File: config.mk
export PLATFORM = sky130hd
export DESIGN_NAME = med_detector
export DESIGN_NICKNAME = d
export VERILOG_FILES = /design/src/inc/med_pkg.sv /design/src/design/med_detector.sv
export VERILOG_INCLUDE_DIRS = /design/src /design/src/inc
export SDC_FILE = /design/constraint.sdc
export NUM_CORES = 1
export LEC_CHECK = 0
export CAP_MARGIN = 20
export CORE_MARGIN = 3
export CORE_UTILIZATION = 61
export CTS_CLUSTER_SIZE = 28
export DETAILED_ROUTE_END_ITERATION = 10
export DONT_BUFFER_PORTS = 1
export GPL_TIMING_DRIVEN = 0
export HOLD_SLACK_MARGIN = 0.03
export PLACE_DENSITY = 0.77
export SLEW_MARGIN = 10
export SYNTH_ARGS = -nofsm -noshare
export SYNTH_HDL_FRONTEND = slang
export SYNTH_SLANG_ARGS = --single-unit
File: constraint.sdc
create_clock -name i_ref_clk -period 6.9 [get_ports i_ref_clk]
set_clock_uncertainty 0.05 [all_clocks]
set_input_delay 0.345 -clock i_ref_clk [delete_from_list [all_inputs] [get_ports i_ref_clk]]
set_output_delay 0.345 -clock i_ref_clk [all_outputs]
set_load 0.02 [all_outputs]
File: src/inc/med_regs.svh
/*
 motion event detector: register field positions, reset values and scale constants.
 assumes 16-bit two's complement samples where full scale maps to 0x8000.
*/
`ifndef MED_REGS_SVH
`define MED_REGS_SVH

// motion source register fields
`define MED_MSRC_FF_BIT 5
`define MED_MSRC_WU_BIT 3
`define MED_MSRC_X_BIT 2
`define MED_MSRC_Y_BIT 1
`define MED_MSRC_Z_BIT 0
// orientation source register fields
`define MED_OSRC_CHG_BIT 6
`define MED_OSRC_POS_LSB 0
// reset values
`define MED_MSRC_RST 8'h00
`define MED_OSRC_RST 8'h00
`define MED_POS_RST 6'h00
// drop zone amplitudes per code, in 31.25 mg units
`define MED_FF_AMP0 5'h05
`define MED_FF_AMP1 5'h07
`define MED_FF_AMP2 5'h08
`define MED_FF_AMP3 5'h0A
`define MED_FF_AMP4 5'h0B
`define MED_FF_AMP5 5'h0D
`define MED_FF_AMP6 5'h0F
`define MED_FF_AMP7 5'h10
// shift from 31.25 mg or fs/64 units to counts at 2 g scale
`define MED_FF_UNIT_SHIFT 4'h9
`define MED_WU_UNIT_SHIFT 4'h9
// one g in counts at 2 g scale
`define MED_ONE_G 24'h00_4000
// sine of angle, scaled by 256: 80, 70, 60, 50 degrees
`define MED_SIN80 24'h00_00FC
`define MED_SIN70 24'h00_00F1
`define MED_SIN60 24'h00_00DE
`define MED_SIN50 24'h00_00C4
`define MED_SIN_SHIFT 4'h8
// counter limits
`define MED_FF_CNT_MAX 6'h3F
`define MED_WU_CNT_MAX 3'h7

`endif

File: src/inc/med_pkg.sv
/*
 motion event detector types.
 assumes nothing beyond a systemverilog compiler.
*/
package med_pkg;
   typedef logic signed [15:0] med_smp_t;
   typedef logic [15:0] med_mag_t;
   typedef logic [5:0] med_pos_t;
   // full scale selection, 2 g to 16 g
   typedef enum logic [1:0] {
      MED_FS_2G,
      MED_FS_4G,
      MED_FS_8G,
      MED_FS_16G
   } med_fs_e;
endpackage

File: src/design/med_detector.sv
/*
 motion event detector: free-fall, wake-up and 6d/4d orientation on one
 interrupt pin, with latched and routed source flags cleared by read strobes.
 assumes samples arrive with a one-cycle valid strobe on i_ref_clk, config
 inputs come from register flops on the same clock, read strobes are one cycle.
*/
`timescale 1ns/1ps
`include "med_regs.svh"

module med_detector
   import med_pkg::*;
(
   // clock and reset
   input wire logic i_ref_clk,
   input wire logic i_rst_b,
   // samples
   input wire logic i_sample_valid,
   input wire med_pkg::med_smp_t i_acc_x,
   input wire med_pkg::med_smp_t i_acc_y,
   input wire med_pkg::med_smp_t i_acc_z,
   input wire med_pkg::med_smp_t i_slope_x,
   input wire med_pkg::med_smp_t i_slope_y,
   input wire med_pkg::med_smp_t i_slope_z,
   // configuration
   input wire med_pkg::med_fs_e i_full_scale,
   input wire logic i_latch_irq_sel,
   input wire logic i_route_freefall_pin_one,
   input wire logic i_route_motion_pin_one,
   input wire logic i_route_orientation_pin_one,
   input wire logic [2:0] i_drop_threshold_code,
   input wire logic [5:0] i_drop_duration_count,
   input wire logic [5:0] i_motion_threshold_code,
   input wire logic [1:0] i_motion_duration_code,
   input wire logic [1:0] i_orientation_angle_code,
   input wire logic i_planar_orientation_enable,
   // source register reads
   input wire logic i_motion_source_rd,
   input wire logic i_orientation_source_rd,
   // outputs
   output logic [7:0] o_motion_source,
   output logic [7:0] o_orientation_source,
   output logic o_irq_pin_one
);
   import med_pkg::*;

   function automatic med_mag_t mag(input med_smp_t v);
      mag = v[15] ? med_mag_t'(~v + 16'sh0001) : med_mag_t'(v);
   endfunction

   ////////////////////////////////////////////////////////////////////
   // thresholds
   logic [4:0] ff_amp;
   med_mag_t ff_thr, wu_thr, or_thr;
   logic [23:0] sin_k, g_cnt, or_prod;
   always_comb begin
      case (i_drop_threshold_code)
         3'h0: ff_amp = `MED_FF_AMP0;
         3'h1: ff_amp = `MED_FF_AMP1;
         3'h2: ff_amp = `MED_FF_AMP2;
         3'h3: ff_amp = `MED_FF_AMP3;
         3'h4: ff_amp = `MED_FF_AMP4;
         3'h5: ff_amp = `MED_FF_AMP5;
         3'h6: ff_amp = `MED_FF_AMP6;
         default: ff_amp = `MED_FF_AMP7;
      endcase
      case (i_orientation_angle_code)
         2'h0: sin_k = `MED_SIN80;
         2'h1: sin_k = `MED_SIN70;
         2'h2: sin_k = `MED_SIN60;
         default: sin_k = `MED_SIN50;
      endcase
   end
   assign ff_thr = med_mag_t'({11'h000, ff_amp} << (`MED_FF_UNIT_SHIFT - {2'h0, i_full_scale}));
   assign wu_thr = med_mag_t'({10'h000, i_motion_threshold_code} << `MED_WU_UNIT_SHIFT);
   assign g_cnt = `MED_ONE_G >> i_full_scale;
   assign or_prod = 24'((g_cnt * sin_k) >> `MED_SIN_SHIFT);
   assign or_thr = or_prod[15:0];

   ////////////////////////////////////////////////////////////////////
   // live conditions
   logic smp, ff_zone, ff_live, wu_over, wu_live, or_valid, or_evt;
   logic [2:0] wu_ax, or_ov;
   logic [5:0] ff_cnt_q, ff_new;
   logic [2:0] wu_cnt_q, wu_new;
   med_pos_t or_pos, or_pos_q;
   assign smp = i_sample_valid;
   assign ff_zone = (mag(i_acc_x) < ff_thr) && (mag(i_acc_y) < ff_thr)
                    && (mag(i_acc_z) < ff_thr);
   assign ff_new = !ff_zone ? 6'h00 : (ff_cnt_q == `MED_FF_CNT_MAX) ? ff_cnt_q
                   : ff_cnt_q + 6'h01;
   assign ff_live = ff_zone && (ff_new >= i_drop_duration_count);
   assign wu_ax = {mag(i_slope_x) > wu_thr, mag(i_slope_y) > wu_thr,
                   mag(i_slope_z) > wu_thr};
   assign wu_over = |wu_ax;
   assign wu_new = !wu_over ? 3'h0 : (wu_cnt_q == `MED_WU_CNT_MAX) ? wu_cnt_q
                   : wu_cnt_q + 3'h1;
   assign wu_live = wu_over && (wu_new > {1'b0, i_motion_duration_code});
   assign or_ov = {mag(i_acc_z) > or_thr, mag(i_acc_y) > or_thr, mag(i_acc_x) > or_thr};
   always_comb begin
      if (i_planar_orientation_enable) begin
         or_valid = or_ov[1] ^ or_ov[0];
      end else begin
         or_valid = (or_ov == 3'b001) || (or_ov == 3'b010) || (or_ov == 3'b100);
      end
      or_pos = {or_ov[2] & ~i_acc_z[15] & ~i_planar_orientation_enable,
                or_ov[2] & i_acc_z[15] & ~i_planar_orientation_enable,
                or_ov[1] & ~i_acc_y[15], or_ov[1] & i_acc_y[15],
                or_ov[0] & ~i_acc_x[15], or_ov[0] & i_acc_x[15]};
   end
   assign or_evt = or_valid && (or_pos != or_pos_q);

   always_ff @(posedge i_ref_clk) begin
      if (!i_rst_b) begin
         ff_cnt_q <= 6'h00;
         wu_cnt_q <= 3'h0;
      end else if (smp) begin
         ff_cnt_q <= ff_new;
         wu_cnt_q <= wu_new;
      end
   end

   always_ff @(posedge i_ref_clk) begin
      if (!i_rst_b) begin
         or_pos_q <= `MED_POS_RST;
      end else if (smp && or_valid) begin
         or_pos_q <= or_pos;
      end
   end

   ////////////////////////////////////////////////////////////////////
   // flags: latch acts only when routed
   logic lat_ff, lat_wu, lat_or;
   logic ff_flag_q, wu_flag_q, or_flag_q, ff_flag_d, wu_flag_d, or_flag_d;
   logic [2:0] wu_axis_q, wu_axis_d;
   assign lat_ff = i_latch_irq_sel && i_route_freefall_pin_one;
   assign lat_wu = i_latch_irq_sel && i_route_motion_pin_one;
   assign lat_or = i_latch_irq_sel && i_route_orientation_pin_one;

   always_comb begin
      ff_flag_d = ff_flag_q;
      wu_flag_d = wu_flag_q;
      wu_axis_d = wu_axis_q;
      or_flag_d = or_flag_q;
      if (lat_ff) begin
         ff_flag_d = (smp && ff_live) || (ff_flag_q && !i_motion_source_rd);
      end else if (smp) begin
         ff_flag_d = ff_live;
      end
      if (lat_wu) begin
         wu_flag_d = (smp && wu_live) || (wu_flag_q && !i_motion_source_rd);
         if (smp && wu_live) begin
            wu_axis_d = wu_axis_q | wu_ax;
         end else if (i_motion_source_rd) begin
            wu_axis_d = 3'h0;
         end
      end else if (smp) begin
         wu_flag_d = wu_live;
         wu_axis_d = wu_live ? wu_ax : 3'h0;
      end
      if (lat_or) begin
         or_flag_d = (smp && or_evt) || (or_flag_q && !i_orientation_source_rd);
      end else if (smp) begin
         or_flag_d = or_evt;
      end
   end

   always_ff @(posedge i_ref_clk) begin
      if (!i_rst_b) begin
         ff_flag_q <= 1'b0;
         wu_flag_q <= 1'b0;
         wu_axis_q <= 3'h0;
         or_flag_q <= 1'b0;
      end else begin
         ff_flag_q <= ff_flag_d;
         wu_flag_q <= wu_flag_d;
         wu_axis_q <= wu_axis_d;
         or_flag_q <= or_flag_d;
      end
   end

   ////////////////////////////////////////////////////////////////////
   // interrupt pin
   logic [2:0] route_v;
   assign route_v = {i_route_freefall_pin_one, i_route_motion_pin_one,
                     i_route_orientation_pin_one};
   always_ff @(posedge i_ref_clk) begin
      if (!i_rst_b) begin
         o_irq_pin_one <= 1'b0;
      end else begin
         o_irq_pin_one <= |({ff_flag_d, wu_flag_d, or_flag_d} & route_v);
      end
   end

   always_comb begin
      o_motion_source = `MED_MSRC_RST;
      o_motion_source[`MED_MSRC_FF_BIT] = ff_flag_q;
      o_motion_source[`MED_MSRC_WU_BIT] = wu_flag_q;
      o_motion_source[`MED_MSRC_X_BIT] = wu_axis_q[2];
      o_motion_source[`MED_MSRC_Y_BIT] = wu_axis_q[1];
      o_motion_source[`MED_MSRC_Z_BIT] = wu_axis_q[0];
      o_orientation_source = `MED_OSRC_RST;
      o_orientation_source[`MED_OSRC_CHG_BIT] = or_flag_q;
      o_orientation_source[`MED_OSRC_POS_LSB +: 6] = or_pos_q;
   end
endmodule

==> reports/metrics.csv <==
stage,metric,value,unit
run_status,status,finished clean,
global_route,antenna_found_initial,0,
layout,final_area,7490,sq um
clock_tree,cts_buffers,3,
clock_tree,cts_tree,done,
routing,via_per_inst,6.41,
synthesis,synth_ff_type,dfxtp_1,
synthesis,netlist_instances,895,
pwr,cellPowerDensity,126,nW/um^2
layout,syn_to_final_growth,8.35,%
layout,n_antenna_cell,0,
clock_tree,cts_buffer_depth,2,
min_path,holdPathStages,1,
layout,drive_gt1_share,7.73,%
place,place_area,7170,sq um
place,dp_hpwl,15700,um
critical_path,worstPathRequired,7.00,ns
critical_path,critPathMaxStageDelay,0.55,ns
routing,drc,0,
critical_path,cp_common_cell,ha_1,
critical_path,crit_type,input pin to flip-flop,
run,max_cap_viol_count,0,
critical_path,critPathMaxFanout,10,
routing,drt-initial-drc-count,436,
sta,min_period,6.63,ns
clock_tree,root_buffer,clkbuf_16,
die,die-area,12600,sq um
synthesis,ys_types,89,
sta,finalSetupViolations,0,
die,die_y,112,um
die,coreArea,10900,sq um
synthesis,syn_area,6910,sq um
sta,slew_headroom,46.4,%
die,ioPinCount,144,
clock_tree,htree_levels,1,
routing,wl_per_cell,17.7,um
critical_path,reg2reg_from,ff_cnt_q[2],
layout,fin_util,68.5,%
clock_tree,clock_latency,0.25,ns
global_route,grt_use_total,28.3,%
global_route,grt_max_degree,14,
routing,ant_nets,0,
critical_path,worst_setup_path_start_kind,input pin,
sta,period_share,96.1,%
critical_path,cp_top_family,adder cells,
min_path,min_from,i_route_orientation_pin_one,
pwr,power,0.942,mW
critical_path,slowest_stage,or4b_1,
critical_path,worst_setup_path_end_kind,flip-flop,
routing,vias,6866,
critical_path,cp.arrival,6.73,ns
sta,worst_pin_slew,0.798,ns
min_path,hold_path_class,input pin to flip-flop,
die,row_count,38,
sta,holdWs,0.219,ns
clock_tree,clkSinkCount,22,
sta,hold_viol,0,
pwr,ir_drop,0.000202,V
die,start_util,63.2,%
synthesis,ys_async_sr_fraction,0,%
global_route,overflow,0,
pwr,p_leak,3.31,nW
global_route,grt_pass1_vias,6965,
critical_path,cp.depth,31,
layout,final_nets,1222,
synthesis,yosysSeqAreaShare,6.37,%
sta,slew_viol_final,0,
critical_path,path_buf_inv,7,
synthesis,ys_ff_latch,22,
clock_tree,clk_pin_slew,0.06,ns
die,die_x,112,um
place,place_congestion,0.965,
synthesis,avgSynthCellArea,7.72,sq um
critical_path,crit_start,i_full_scale[1],
synthesis,ys_warn_count,0,
critical_path,rr_worst_depth,15,
routing,routed_wl,19000,um
global_route,grt_pass1_wl,30800,um
clock_tree,hold_buffers,0,
routing,drt_first_pass_iters,6,
place,io_buffer_count,0,
synthesis,synth_edf_count,0,
sta,fmax,151,MHz
## cells in the final DEF, fill, tap and decap left out, drive strengths merged, types with 16 or more instances in the layout
| cell type | synthesis | routed |
|---|---|---|
| inv | 67 | 65 |
| nand3 | 27 | 27 |
| nand2b | 20 | 20 |
| nand2 | 78 | 78 |
| nor2b | 18 | 18 |
| nor3 | 20 | 20 |
| o31ai | 18 | 18 |
| and2 | 16 | 16 |
| conb | 2 | 25 |
| o21ai | 45 | 45 |
| dfxtp | 22 | 22 |
| xnor2 | 55 | 55 |
| buf | 14 | 24 |
| nor2 | 46 | 46 |
| a21oi | 43 | 43 |
| ha | 153 | 153 |
| nand4 | 16 | 16 |
| a21boi | 16 | 16 |
| clkbuf | 15 | 17 |
## synth_stat cells (all sizes together), types with 4 or more instances
master | instances | area share (%)
o21a | 13 | 1.4
xor2 | 13 | 1.6
nand2 | 78 | 4.2
nand3 | 27 | 2.0
xnor2 | 55 | 7.0
nor3b | 4 | 0.43
a21o | 11 | 1.2
o31ai | 18 | 2.0
nor2b | 18 | 1.6
a311oi | 5 | 0.72
clkbuf | 15 | 0.81
a21oi | 43 | 3.1
nor4 | 5 | 0.45
ha | 153 | 28
o21ai | 45 | 3.3
o22ai | 7 | 0.63
and2 | 16 | 1.5
inv | 67 | 3.6
or3 | 11 | 1.0
fa | 10 | 2.9
dfxtp | 22 | 6.4
nor2 | 46 | 2.5
buf | 14 | 1.3
o311ai | 6 | 0.87
nand4 | 16 | 1.4
a21boi | 16 | 1.7
nor3 | 20 | 1.4
nand2b | 20 | 1.8
a31oi | 4 | 0.36
nand3b | 7 | 0.76
and3 | 13 | 1.2
a221oi | 4 | 0.76
a22oi | 4 | 0.43
mux2i | 7 | 1.0
o2111ai | 5 | 0.63
o211ai | 4 | 0.43
or4 | 13 | 1.5
## power breakdown
part / switching [mW] / total (mW) / internal [mW]
sequential: 0.0174 / 0.154 / 0.137
combinational: 0.342 / 0.626 / 0.283
clock: 0.0468 / 0.162 / 0.115
## through the flow
| stage | setup WS (ns) | TNS (ns) | cells |
|---|---|---|---|
| 2_1_floorplan | 0.101 | 0 | 918 |
| 3_3_place_gp | -0.771 | -5.80 | 1058 |
| 3_5_place_dp | -0.920 | -7.07 | 1058 |
| 4_1_cts | 0.0525 | 0 | 1065 |
| 5_1_grt | -0.0657 | -0.162 | 1071 |
| 6_report | 0.272 | 0 | 1071 |
## sequential cells by signal, summed over array words and instances, names as in the netlist
name	cells
wu_cnt_q	3
wu_flag_q	1
o_irq_pin_one	1
ff_cnt_q	6
or_flag_q	1
or_pos_q	6
wu_axis_q	3
ff_flag_q	1
## repair_timing
| item | CTS | global route |
|---|---|---|
| gates resized for setup | 15 | 21 |
| gates cloned | 0 | 0 |
| setup endpoints to repair | 8 | 8 |
| pin swaps | 2 | 5 |
| buffers inserted | 3 | 6 |
## metal layers
metal	track usage, %	wire length, um	vias up
li1	-	-	3354
met1	33.0	7750	3177
met2	52.2	9440	272
met3	2.96	1050	63
met4	11.9	755	0
met5	0	0	-
## cells by family (layout without fill, tap and decap cells)
kind of cell	Yosys count	in the layout	synth area share, %
AO/OA/AOI/OAI	218	218	22.0
XOR/XNOR	68	68	8.62
adder cells (fa/ha/maj)	166	166	31.1
buffers and inverters	96	109	5.79
flip-flops	22	22	6.37
multiplexers	10	10	1.50
other	2	25	0.109
AND/OR/NAND/NOR	313	313	24.5
## final timing paths
kind                   end  slack, ns
max reg2reg  o_irq_pin_one       3.51
min reg2reg    ff_cnt_q[4]       0.51
max            or_pos_q[3]       0.27
min          o_irq_pin_one       0.22
## layout make-up
cell class	count	area, sq um
timing repair buffer	9	67.6
multi-input combinational	800	6290
sequential	22	440
clock buffer	3	75.1
tap	140	175
inverter	67	260
clock inverter	1	30.0
buffer	29	153
fill	947	3450
Note: power is estimated with default switching activity, not from simulation.
